==> src/include/mcc_defines.svh <==
// constants for the mapper common control register pair
// assumes an 8-bit processor port with a 12-bit byte address
`ifndef MCC_DEFINES_SVH
`define MCC_DEFINES_SVH
// ---------------------------------------------------------------
// register map
// ---------------------------------------------------------------
`define MCC_ADDR_W 12
`define MCC_OFS_FMT 12'h010
`define MCC_OFS_TIM 12'h011
`define MCC_RST_FMT 8'h30
`define MCC_RST_TIM 8'h00
// ---------------------------------------------------------------
// field positions
// ---------------------------------------------------------------
`define MCC_FMT_HI 7
`define MCC_FMT_LO 6
`define MCC_A_TRI 5
`define MCC_B_TRI 4
`define MCC_BIP_BLK 3
`define MCC_NPI_1 2
`define MCC_NPI_2 1
`define MCC_NPI_3 0
`define MCC_SW_TIM 7
`define MCC_DROP_TIM 6
`define MCC_ADD_DLY 5
`define MCC_LAT_EN 4
`define MCC_TX_AIS 3
`define MCC_CLK_INV 2
// ---------------------------------------------------------------
// null pointer indicator bytes
// ---------------------------------------------------------------
`define MCC_NPI_B0 8'h93
`define MCC_NPI_B1 8'he0
`define MCC_NPI_B2 8'h00
`endif

==> src/include/mcc_pkg.sv <==
// types for the mapper common control block
// assumes mcc_defines.svh sits on the include path
package mcc_pkg;
  // frame structure selected by the two format bits
  typedef enum logic [1:0] {
    MCC_STS1,
    MCC_STS3,
    MCC_STM1_AU3,
    MCC_STM1_TUG3
  } mcc_format_t;
  // timing reference for add data
  typedef enum logic {
    MCC_ADD_TIMING,
    MCC_DROP_TIMING
  } mcc_timing_t;
endpackage

==> src/rtl/mcc_delay_line.sv <==
// optional extra cycle of delay for the add bus data
// assumes caller supplies clock enable and reset
`timescale 1ns/10ps
`include "mcc_defines.svh"
module mcc_delay_line #(
  parameter int WIDTH = 8
) (
  // clock and reset
  input wire logic core_clk,
  input wire logic rst,
  input wire logic clk_en,
  // control
  input wire logic two_cycle,
  // data
  input wire logic [WIDTH-1:0] din,
  output logic [WIDTH-1:0] dout
);
  logic [WIDTH-1:0] stage1; // the optional extra cycle of lag
  initial begin
    if (WIDTH < 1) begin
      $error("width must be positive");
    end
  end
  // ---------------------------------------------------------------
  // pipeline
  // ---------------------------------------------------------------
  // the caller's output register gives the first cycle of lag,
  // so this stage only adds the second one
  always_ff @(posedge core_clk or posedge rst) begin
    if (rst) begin
      stage1 <= '0;
    end else if (clk_en) begin
      stage1 <= din;
    end
  end
  // switching the lag mid-stream repeats or drops one byte
  always_comb begin
    dout = two_cycle ? stage1 : din;
  end
endmodule

==> src/rtl/mcc_edge_latch.sv <==
// one latched event bit with level or transition latching
// assumes alarm input is synchronous to core_clk
`timescale 1ns/10ps
module mcc_edge_latch (
  // clock and reset
  input wire logic core_clk,
  input wire logic rst,
  input wire logic clk_en,
  // control
  input wire logic trans_en,
  input wire logic rise_sel,
  input wire logic fall_sel,
  input wire logic clr,
  // alarm
  input wire logic alarm,
  output logic event_bit
);
  logic alarm_d; // previous alarm level
  logic set_ev; // latch condition this cycle
  // ---------------------------------------------------------------
  // set condition
  // ---------------------------------------------------------------
  always_comb begin
    if (trans_en) begin
      set_ev = (rise_sel && alarm && !alarm_d) ||
               (fall_sel && !alarm && alarm_d);
    end else begin
      set_ev = alarm; // selects ignored here
    end
  end
  // ---------------------------------------------------------------
  // sticky bit
  // ---------------------------------------------------------------
  // set beats clear so an event in the clear cycle survives
  always_ff @(posedge core_clk or posedge rst) begin
    if (rst) begin
      alarm_d <= 1'b0;
      event_bit <= 1'b0;
    end else if (clk_en) begin
      alarm_d <= alarm;
      if (set_ev) begin
        event_bit <= 1'b1;
      end else if (clr) begin
        event_bit <= 1'b0;
      end
    end
  end
endmodule

==> src/rtl/mcc_common_ctrl.sv <==
// common control registers of one four-port e1 mapper group
// assumes a synchronous 8-bit processor port on core_clk (50 MHz)
`timescale 1ns/10ps
`include "mcc_defines.svh"
module mcc_common_ctrl #(
  parameter int PORTS = 4,
  parameter int ALARMS = 4,
  parameter int DW = 8
) (
  // clock, reset, enable
  input wire logic core_clk,
  input wire logic rst,
  input wire logic clk_en,
  // processor port
  input wire logic cpu_sel,
  input wire logic cpu_wr,
  input wire logic [`MCC_ADDR_W-1:0] cpu_addr,
  input wire logic [7:0] cpu_wdata,
  output logic [7:0] cpu_rdata,
  output logic cpu_hit,
  // soft reset and hardware lead
  input wire logic soft_rst,
  input wire logic hw_timing_sel_lead,
  // transmit clock health per timing source
  input wire logic add_tx_clk_lost,
  input wire logic drop_tx_clk_lost,
  // add bus data before output stage
  input wire logic [DW-1:0] add_timed_data,
  input wire logic [DW-1:0] drop_timed_data,
  input wire logic npi_slot,
  input wire logic [1:0] npi_byte_idx,
  input wire logic [1:0] npi_tug3,
  // add bus pins, side a and b
  output logic [DW-1:0] side_a_add_data,
  output logic side_a_add_oe,
  output logic [DW-1:0] side_b_add_data,
  output logic side_b_add_oe,
  // bip-2 error report
  input wire logic [1:0] bip2_err_cnt,
  output logic bip2_count_inc,
  output logic [1:0] bip2_count_step,
  // e1 transmit side
  input wire logic [PORTS-1:0] e1_los,
  input wire logic [PORTS-1:0] e1_loc,
  input wire logic [PORTS-1:0] e1_tx_data,
  output logic [PORTS-1:0] e1_tx_ais,
  output logic [PORTS-1:0] e1_tx_data_out,
  output logic tx_sample_rising,
  // alarm latching
  input wire logic [ALARMS-1:0] alarm_in,
  input wire logic rising_transition_sel,
  input wire logic falling_transition_sel,
  input wire logic [ALARMS-1:0] alarm_clr,
  output logic [ALARMS-1:0] alarm_event,
  // decoded settings
  output mcc_pkg::mcc_format_t frame_format,
  output mcc_pkg::mcc_timing_t timing_mode
);
  import mcc_pkg::*;

  // ---------------------------------------------------------------
  // storage
  // ---------------------------------------------------------------
  logic [7:0] fmt_reg; // format and add output control
  logic [7:0] tim_reg; // bus timing and line control
  logic any_rst; // soft reset folded in synchronously
  logic wr_fmt; // write strobe for first register
  logic wr_tim; // write strobe for second register
  logic drop_sel; // chosen timing reference
  logic clk_lost; // chosen transmit clock missing
  logic [DW-1:0] ref_data; // data on chosen reference
  logic [DW-1:0] lagged; // delayed add data
  logic [DW-1:0] npi_byte; // null pointer byte to send
  logic npi_on; // this tug-3 has npi enabled
  logic [PORTS-1:0] tx_rise_q; // data sampled on rise
  logic [PORTS-1:0] tx_fall_q; // data sampled on fall

  // byte lanes and pointer bytes are fixed at eight bits
  initial begin
    if (PORTS < 1 || ALARMS < 1 || DW != 8) begin
      $error("unsupported parameter values");
    end
  end

  // address match used by both reads and writes
  // one function keeps read and write decode from drifting apart
  function automatic logic addr_is(input logic [`MCC_ADDR_W-1:0] a,
                                   input logic [`MCC_ADDR_W-1:0] ofs);
    addr_is = (a == ofs);
  endfunction

  assign any_rst = soft_rst;
  assign wr_fmt = cpu_sel && cpu_wr && addr_is(cpu_addr, `MCC_OFS_FMT);
  assign wr_tim = cpu_sel && cpu_wr && addr_is(cpu_addr, `MCC_OFS_TIM);

  // ---------------------------------------------------------------
  // register writes
  // ---------------------------------------------------------------
  // soft reset restores the same values as the pin reset
  // both add buses come up floating, so nothing collides on a shared
  // telecom bus before software has picked the format
  always_ff @(posedge core_clk or posedge rst) begin
    if (rst) begin
      fmt_reg <= `MCC_RST_FMT;
    end else if (clk_en) begin
      if (any_rst) begin
        fmt_reg <= `MCC_RST_FMT;
      end else if (wr_fmt) begin
        fmt_reg <= cpu_wdata;
      end
    end
  end

  always_ff @(posedge core_clk or posedge rst) begin
    if (rst) begin
      tim_reg <= `MCC_RST_TIM;
    end else if (clk_en) begin
      if (any_rst) begin
        tim_reg <= `MCC_RST_TIM;
      end else if (wr_tim) begin
        tim_reg <= cpu_wdata;
      end
    end
  end

  // ---------------------------------------------------------------
  // register reads
  // ---------------------------------------------------------------
  // read data registered; unmapped offsets read zero with no hit
  // bits 1:0 of the timing register belong to other logic and read zero
  // a read has no side effect, so polling is harmless
  always_ff @(posedge core_clk or posedge rst) begin
    if (rst) begin
      cpu_rdata <= 8'h00;
      cpu_hit <= 1'b0;
    end else if (clk_en) begin
      cpu_hit <= cpu_sel && !cpu_wr &&
                 (addr_is(cpu_addr, `MCC_OFS_FMT) || addr_is(cpu_addr, `MCC_OFS_TIM));
      if (cpu_sel && !cpu_wr && addr_is(cpu_addr, `MCC_OFS_FMT)) begin
        cpu_rdata <= fmt_reg;
      end else if (cpu_sel && !cpu_wr && addr_is(cpu_addr, `MCC_OFS_TIM)) begin
        cpu_rdata <= {tim_reg[7:2], 2'b00};
      end else begin
        cpu_rdata <= 8'h00;
      end
    end
  end

  // ---------------------------------------------------------------
  // format and timing decode
  // ---------------------------------------------------------------
  assign frame_format = mcc_format_t'({fmt_reg[`MCC_FMT_HI], fmt_reg[`MCC_FMT_LO]});

  // hardware lead rules until software takes over
  // the lead is taken as a level on core_clk, not resynchronised
  always_comb begin
    if (tim_reg[`MCC_SW_TIM]) begin
      drop_sel = tim_reg[`MCC_DROP_TIM];
    end else begin
      drop_sel = hw_timing_sel_lead;
    end
  end
  assign timing_mode = drop_sel ? MCC_DROP_TIMING : MCC_ADD_TIMING;
  assign ref_data = drop_sel ? drop_timed_data : add_timed_data;
  // clock loss picks its source from the drop bit alone, even while the
  // lead chooses timing; a stale drop bit can hide a real loss
  assign clk_lost = tim_reg[`MCC_DROP_TIM] ? drop_tx_clk_lost : add_tx_clk_lost;

  // ---------------------------------------------------------------
  // add data lag
  // ---------------------------------------------------------------
  // the output register below is the first cycle of lag; the delay
  // line only adds the optional second cycle
  mcc_delay_line #(
    .WIDTH(DW)
  ) u_lag (
    .core_clk(core_clk),
    .rst(rst),
    .clk_en(clk_en),
    .two_cycle(tim_reg[`MCC_ADD_DLY]),
    .din(ref_data),
    .dout(lagged)
  );

  // ---------------------------------------------------------------
  // null pointer bytes
  // ---------------------------------------------------------------
  always_comb begin
    // index three is unused and falls back to the last byte
    case (npi_byte_idx)
      2'h0: npi_byte = `MCC_NPI_B0;
      2'h1: npi_byte = `MCC_NPI_B1;
      default: npi_byte = `MCC_NPI_B2;
    endcase
  end

  always_comb begin
    // tug-3 index three has no indicator bit and floats if marked
    case (npi_tug3)
      2'h0: npi_on = fmt_reg[`MCC_NPI_1];
      2'h1: npi_on = fmt_reg[`MCC_NPI_2];
      2'h2: npi_on = fmt_reg[`MCC_NPI_3];
      default: npi_on = 1'b0;
    endcase
  end

  // ---------------------------------------------------------------
  // add bus output stage
  // ---------------------------------------------------------------
  // data registered; enables combine register bits and clock health
  // enables stay combinational so a lost clock floats the bus at once
  // a pointer slot with its indicator clear floats in the same cycle
  logic npi_act; // pointer slot active in tug-3 mode
  assign npi_act = npi_slot && (frame_format == MCC_STM1_TUG3);
  always_ff @(posedge core_clk or posedge rst) begin
    if (rst) begin
      side_a_add_data <= '0;
      side_b_add_data <= '0;
    end else if (clk_en) begin
      side_a_add_data <= (npi_act && npi_on) ? npi_byte : lagged;
      side_b_add_data <= (npi_act && npi_on) ? npi_byte : lagged;
    end
  end
  // processor must clear the disable bits to let traffic out
  assign side_a_add_oe = !fmt_reg[`MCC_A_TRI] && !clk_lost &&
                         !(npi_act && !npi_on);
  assign side_b_add_oe = !fmt_reg[`MCC_B_TRI] && !clk_lost &&
                         !(npi_act && !npi_on);

  // ---------------------------------------------------------------
  // bip-2 counting
  // ---------------------------------------------------------------
  // a block of two errors is one count when block mode is set
  // a three-error report is treated like any other non-zero count
  always_ff @(posedge core_clk or posedge rst) begin
    if (rst) begin
      bip2_count_inc <= 1'b0;
      bip2_count_step <= 2'b00;
    end else if (clk_en) begin
      bip2_count_inc <= (bip2_err_cnt != 2'b00);
      if (fmt_reg[`MCC_BIP_BLK] && bip2_err_cnt != 2'b00) begin
        bip2_count_step <= 2'b01;
      end else begin
        bip2_count_step <= bip2_err_cnt;
      end
    end
  end

  // ---------------------------------------------------------------
  // e1 transmit side
  // ---------------------------------------------------------------
  // the falling copy is taken on the negedge of the system clock
  // it trades half a cycle of setup for the choice of edge
  always_ff @(posedge core_clk or posedge rst) begin
    if (rst) begin
      tx_rise_q <= '0;
    end else if (clk_en) begin
      tx_rise_q <= e1_tx_data;
    end
  end
  always_ff @(negedge core_clk or posedge rst) begin
    if (rst) begin
      tx_fall_q <= '0;
    end else if (clk_en) begin
      tx_fall_q <= e1_tx_data;
    end
  end
  assign tx_sample_rising = tim_reg[`MCC_CLK_INV];

  // one output flop pair per port; ais overrides the sampled data
  // so the far side sees a clean all-ones stream
  genvar gi;
  generate
    for (gi = 0; gi < PORTS; gi++) begin : g_port
      always_ff @(posedge core_clk or posedge rst) begin
        if (rst) begin
          e1_tx_ais[gi] <= 1'b0;
          e1_tx_data_out[gi] <= 1'b0;
        end else if (clk_en) begin
          e1_tx_ais[gi] <= tim_reg[`MCC_TX_AIS] && (e1_los[gi] || e1_loc[gi]);
          if (tim_reg[`MCC_TX_AIS] && (e1_los[gi] || e1_loc[gi])) begin
            e1_tx_data_out[gi] <= 1'b1;
          end else begin
            e1_tx_data_out[gi] <= tim_reg[`MCC_CLK_INV] ? tx_rise_q[gi]
                                                        : tx_fall_q[gi];
          end
        end
      end
    end
    // one latch per alarm; the transition selects are shared by all
    for (gi = 0; gi < ALARMS; gi++) begin : g_alarm
      mcc_edge_latch u_latch (
        .core_clk(core_clk),
        .rst(rst),
        .clk_en(clk_en),
        .trans_en(tim_reg[`MCC_LAT_EN]),
        .rise_sel(rising_transition_sel),
        .fall_sel(falling_transition_sel),
        .clr(alarm_clr[gi]),
        .alarm(alarm_in[gi]),
        .event_bit(alarm_event[gi])
      );
    end
  endgenerate
endmodule

==> config.mk <==
export PLATFORM = sky130hd
export DESIGN_NAME = mcc_common_ctrl
export DESIGN_NICKNAME = d
export VERILOG_FILES = /design/src/include/mcc_pkg.sv /design/src/rtl/mcc_delay_line.sv /design/src/rtl/mcc_edge_latch.sv /design/src/rtl/mcc_common_ctrl.sv
export VERILOG_INCLUDE_DIRS = /design/src /design/src/include
export SDC_FILE = /design/constraint.sdc
export NUM_CORES = 1
export LEC_CHECK = 0
export ABC_AREA = 1
export BUFFER_PORTS_ARGS = -buffer_cell sky130_fd_sc_hd__buf_2
export CORE_ASPECT_RATIO = 1.25
export CORE_MARGIN = 2
export CORE_UTILIZATION = 54
export CTS_CLUSTER_SIZE = 8
export DETAILED_ROUTE_END_ITERATION = 8
export PLACE_DENSITY = 0.95
export SLEW_MARGIN = 10
export SYNTH_ARGS = -nofsm -noshare
export SYNTH_HDL_FRONTEND = slang
export SYNTH_SLANG_ARGS = --single-unit
==> constraint.sdc <==
create_clock -name core_clk -period 4.63 [get_ports core_clk]
set_input_delay 0 -clock core_clk [delete_from_list [all_inputs] [get_ports core_clk]]
set_output_delay 0 -clock core_clk [all_outputs]
set_load 0.02 [all_outputs]
==> results of run 1 <==
final timing paths:
| path | startpoint | end | slack (ns) | cells after the start |
|---|---|---|---|---|
| max | tx_fall_q[2] | e1_tx_data_out[2] | 1.40 | 4 |
| min | add_timed_data[5] | u_lag.stage1[5] | 0.01 | 3 |
| max reg2reg | tx_fall_q[2] | e1_tx_data_out[2] | 1.40 | 4 |
| min reg2reg | tx_fall_q[2] | tx_fall_q[2] | 0.44 | 2 |
| max in group asynchronous | rst | tx_fall_q[2] | 1.54 | 3 |
| min in group asynchronous | rst | tx_rise_q[1] | 0.37 | 3 |
cell usage in the layout, fill, tap and decap left out, drive strengths merged, types with 2 or more instances in the layout:
cell	Yosys	routed
o21ai	37	37
dfstp	2	2
nand4	14	14
clkbuf	4	16
dfrtp	60	60
nor2	30	30
dfrtn	4	4
dlygate4sd3	0	36
a21oi	15	15
inv	49	49
nor4	5	5
nand3	26	26
nand2	174	174
buf	27	121
nand3b	3	3
cell type report:
class / count / area, µm²
clock buffer: 16 / 160
fill: 458 / 1670
tap: 85 / 106
sequential: 66 / 1650
timing repair buffer: 157 / 971
multi-input combinational: 310 / 1380
inverter: 49 / 184
through the flow:
step | std cells | hold WS (ns)
2_1_floorplan | 456 | 0.130
3_3_place_gp | 631 | 0.154
5_1_grt | 683 | 0.0251
3_5_place_dp | 631 | 0.174
4_1_cts | 683 | 0.00343
6_report | 683 | 0.0126
critical path: cells and delay by family, from the launching register on:
family           cells  cell delay, ns
AND/OR/NAND/NOR      2            0.11
flip-flops           1            0.41
AO/OA/AOI/OAI        2            0.30
logic make-up (layout without fill, tap and decap cells):
family	after synthesis	count (layout)	synth area share, %
flops	66	66	48.5
compound gates	55	55	8.37
simple gates	254	254	31.8
buf+inv	80	222	11.0
mux	1	1	0.294
where the power goes:
| part | switching (W) | total (W) | internal [W] |
|---|---|---|---|
| Combinational | 0.000208 | 0.000332 | 0.000124 |
| Clock | 0.000211 | 0.000422 | 0.000211 |
| Sequential | 0.0000482 | 0.000688 | 0.000639 |
cell usage after synthesis (all sizes together):
master | n | area share, %
nand3b | 3 | 0.66
clkbuf | 4 | 0.44
buf | 27 | 5.1
a21oi | 15 | 2.3
a31oi | 1 | 0.18
dfrtn | 4 | 2.9
nand2 | 174 | 20
nand3 | 26 | 3.8
nand4 | 14 | 2.6
nor2 | 30 | 3.4
mux2i | 1 | 0.29
dfstp | 2 | 1.5
nor3 | 1 | 0.48
dfrtp | 60 | 44
nor4 | 5 | 0.92
o21a | 1 | 0.22
o31ai | 1 | 0.22
and3 | 1 | 0.18
o21ai | 37 | 5.4
inv | 49 | 5.4
routing by layer:
metal	track usage (%)	share of wire [%]	vias to the layer above
met1	33.9	37	1666
li1	-	-	1708
met3	5.98	7.3	34
met5	0	0	-
met4	15.0	4.0	0
met2	50.2	52	203
==> results.toml, run 1 <==
[setup_path]
crit_type = "flip-flop to flip-flop"
slowest_stage = "dfrtn_1"
startpoint_type = "flip-flop"
path_cells = "nand2_1 > nand2_1 > a21oi_1 > o21ai_0"
max_stage_delay_ns = 0.41
crit_top_cell = "nand2_1"
worstPathArrival_ns = 3.47
crit_fanout = 2
cp-end-kind = "flip-flop"
worstPathRequired_ns = 4.87

[clock_tree]
cts_buffers = 9
postCtsHoldBufs = 36
cts_tree = "done"
clk_pin_slew_ns = 0.07
post_cts_buffers = 0
cts_buffer_depth = 2
cts.htree.levels = 3
clock-root-buffer = "clkbuf_8"
numClockSinks = 66
clock_latency_ns = 0.35
cts-resized-gates = 0

[floorplan]
die_height_um = 92.8
core_um2 = 6130
num_rows = 32
ios = 120
die_w_um = 75.1
start_util_pct = 55.6
die_area_um2 = 6970

[timing]
tightestPinTransition_ns = 0.835
final.setup.tns_ns = 0
finalClockSkew_ns = 0.0135
slew_headroom_pct = 44.1
final-hold-violation-count = 0
final_max_slew_viol_count = 0
timing.final.ws_setup_ns = 1.40
rsz0062_at_grt = "no"
finalSetupViolations = 0

[placed_design]
place_ws_ns = 1.43
postPlaceCellArea_um2 = 3940
numPortBuffers = 119
place.gp.congestion = 0.856
hpwl_um = 6120

[power_and_ir_drop]
pwr_density_cell_nw_per_um2 = 324
power_w = 0.00144
p_leak_nw = 2.50
ir_drop_v = 0.000201

[min_path]
hold_path_class = "input port to flip-flop"

[run_status]
outcome = "finished clean"

[detailed_routing]
drc = 0
drt_iter0_markers = 308
wire_per_inst_um = 14.0
vias_per_cell = 5.29
ant_nets = 0
wl_um = 9590
num_vias = 3611
first_pass_iters = 5

[global_route]
grt_pass1_vias = 3397
grt_usage_pct = 29.4
grt_pass1_wl_um = 15400
grt_max_degree = 59
antenna_found_initial = 0
grt-ovfl-total = 0

[layout]
fin_area_um2 = 4460
num_antenna_cells = 0
finish.utilization_pct = 72.7
drive_above_1_share_pct = 24.2
area_growth_pct = 30.7
layout.nets = 667

[logic_synthesis]
synth.cell_area_um2 = 3410
syn_nets = 530
ys_seq_elements = 66
avgSynthCellArea_um2 = 7.47
synth.distinct_cells = 29
syn_inst = 456
yosys_warnings = 0
synth-seq-area-share_pct = 48.5

[flow_run]
drv_cap = 0
(Power assumes the default switching activity.)
==> run 2, diff against run 1 <==
--- a/config.mk
+++ b/config.mk
@@ -10,10 +10,10 @@
 export BUFFER_PORTS_ARGS = -buffer_cell sky130_fd_sc_hd__buf_2
 export CORE_ASPECT_RATIO = 1.25
 export CORE_MARGIN = 2
-export CORE_UTILIZATION = 54
+export CORE_UTILIZATION = 50
 export CTS_CLUSTER_SIZE = 8
 export DETAILED_ROUTE_END_ITERATION = 8
-export PLACE_DENSITY = 0.95
+export PLACE_DENSITY = 0.89
 export SLEW_MARGIN = 10
 export SYNTH_ARGS = -nofsm -noshare
 export SYNTH_HDL_FRONTEND = slang
==> constraint.sdc (replaced) <==
create_clock -name core_clk -period 3.35 [get_ports core_clk]
set_input_delay 0 -clock core_clk [delete_from_list [all_inputs] [get_ports core_clk]]
set_output_delay 0 -clock core_clk [all_outputs]
set_load 0.02 [all_outputs]
==> results.toml, run 2 (synthesis gave the netlist of run 1 again) <==
[run_status]
outcome = "finished clean"

[global_route]
grt_usage_pct = 25.1
grt_pass1_vias = 3362
grt_pass1_wl_um = 14700
grt_max_degree = 50
grt-ovfl-total = 0
antenna_found_initial = 0

[floorplan]
core_um2 = 6570
start_util_pct = 51.9
die_area_um2 = 7500
num_rows = 33
die_w_um = 77.8
die_height_um = 96.3
ios = 120

[layout]
num-fill-cells = 504
area_growth_pct = 33.2
finish.utilization_pct = 69.1
seq_area_um2 = 1650
layout.nets = 671
multi_input_area_um2 = 1380
num_antenna_cells = 0
layout_common_cells = "167 x nand2_1, 119 x buf_2, 60 x dfrtp_1, 47 x inv_1, 39 x dlygate4sd3_1"
fin_cells = 689
layout.cells.most_common = "nand2_1"
drive_above_1_share_pct = 25.2

[timing]
rsz0062_at_grt = "no"
finalClockSkew_ns = 0.0179
final.setup.tns_ns = 0
final-hold-violation-count = 0
hold_ws_ns = 0.00591
slew_headroom_pct = 43.8
tightestPinTransition_ns = 0.841
finalSetupViolations = 0
final_max_slew_viol_count = 0

[min_path]
hold_path_class = "input port to flip-flop"
holdPathEnd = "u_lag.stage1[0]"
min-delay-start = "add_timed_data[0]"
hold_depth = 3

[setup_path]
reg2reg_from = "tx_fall_q[0]"
max_stage_delay_ns = 0.41
cp-end-kind = "flip-flop"
r2r_slack_ns = 0.87
crit_type = "flip-flop to flip-flop"
crit_top_cell = "nand2_1"
rr_worst_depth = 4
timing.rr.end = "e1_tx_data_out[0]"
slowest_stage = "dfrtn_1"
worstPathArrival_ns = 2.75
startpoint_type = "flip-flop"
worstPathRequired_ns = 3.61
path_cells = "nand2_1 > nand2_1 > a21oi_1 > o21ai_0"
crit_fanout = 2

[flow_run]
drv_cap = 0

[detailed_routing]
drc = 0
wl_um = 8970
first_pass_iters = 4
ant_nets = 0
num_vias = 3514
drt_iter0_markers = 256
wire_per_inst_um = 13.0
vias_per_cell = 5.10

[clock_tree]
cts_buffer_depth = 2
clock-root-buffer = "clkbuf_8"
clock_latency_ns = 0.35
clk_pin_slew_ns = 0.07
cts_buffers = 9
cts_tree = "done"
post_cts_buffers = 0
numClockSinks = 66
cts-resized-gates = 0
cts.htree.levels = 3

[power_and_ir_drop]
pwr_density_cell_nw_per_um2 = 456
p_leak_nw = 2.53
p_switching_w = 0.000650
p_comb_share_pct = 21.9
swShare_pct = 31.4
p_seq_share_pct = 45.7
ir_drop_v = 0.000277
power.internal_w = 0.00142
clkPwrFrac_pct = 32.4

[placed_design]
numPortBuffers = 119
hpwl_um = 5920
dp_cells = 634
place.gp.congestion = 0.853
run 2: power by group through the flow:
| stage | logic [W] | registers [W] | clock network [W] |
|---|---|---|---|
| after detailed placement | 0.000412 | 0.000959 | 0 |
| after floorplan | 0.000267 | 0.000984 | 0 |
| final | 0.000454 | 0.000948 | 0.000671 |
| after global placement | 0.000401 | 0.000956 | 0 |
| after CTS | 0.000450 | 0.000945 | 0.000686 |
| after global routing | 0.000509 | 0.000957 | 0.000718 |
run 2: worst max path at each step:
| stage | start | slack [ns] | cells after the start | to |
|---|---|---|---|---|
| CTS | tx_fall_q[0] | 0.88 | 4 | e1_tx_data_out[0] |
| floorplan | rst | 0.13 | 1 | tx_fall_q[0] |
| global route | tx_fall_q[0] | 0.78 | 4 | e1_tx_data_out[0] |
| finish | tx_fall_q[0] | 0.87 | 4 | e1_tx_data_out[0] |
| global placement | tx_fall_q[2] | 0.93 | 4 | e1_tx_data_out[2] |
| detailed placement | tx_fall_q[0] | 0.88 | 4 | e1_tx_data_out[0] |
run 2: metrics by stage:
stage	worst slack, ns	cell area [µm²]	power [W]
after floorplan	0.131	3410	0.00125
after global placement	0.934	3950	0.00136
after detailed placement	0.879	3950	0.00137
after CTS	0.880	4540	0.00208
after global routing	0.779	4540	0.00219
final	0.870	4540	0.00207
run 2: worst max-delay path, delay by kind of cell, from the launching register on:
family / cells / cell delay (ns)
AOI/OAI and AO/OA: 2 / 0.21
DFF: 1 / 0.41
and+or+nand+nor: 2 / 0.12
run 2: what timing repair did:
| action | CTS | global route |
|---|---|---|
| hold buffers | 39 | 0 |
| endpoints found under the setup margin | 0 | 0 |
| hold endpoints to repair | 64 | 0 |
run 2: routing by layer:
layer	vias up	track usage, %	share of wire, %
li1	1711	-	-
met4	0	14.9	3.6
met5	-	0	0
met3	28	4.03	5.2
met1	1645	28.3	40
met2	130	45.1	51
run 2: cell type report:
cell class	count	area share, %
Clock buffer	10	3.03
Clock inverter	6	1.46
Inverter	49	4.05
Multi-Input combinational cell	310	30.4
Sequential cell	66	36.4
Tap cell	87	2.40
Timing Repair Buffer	161	22.2
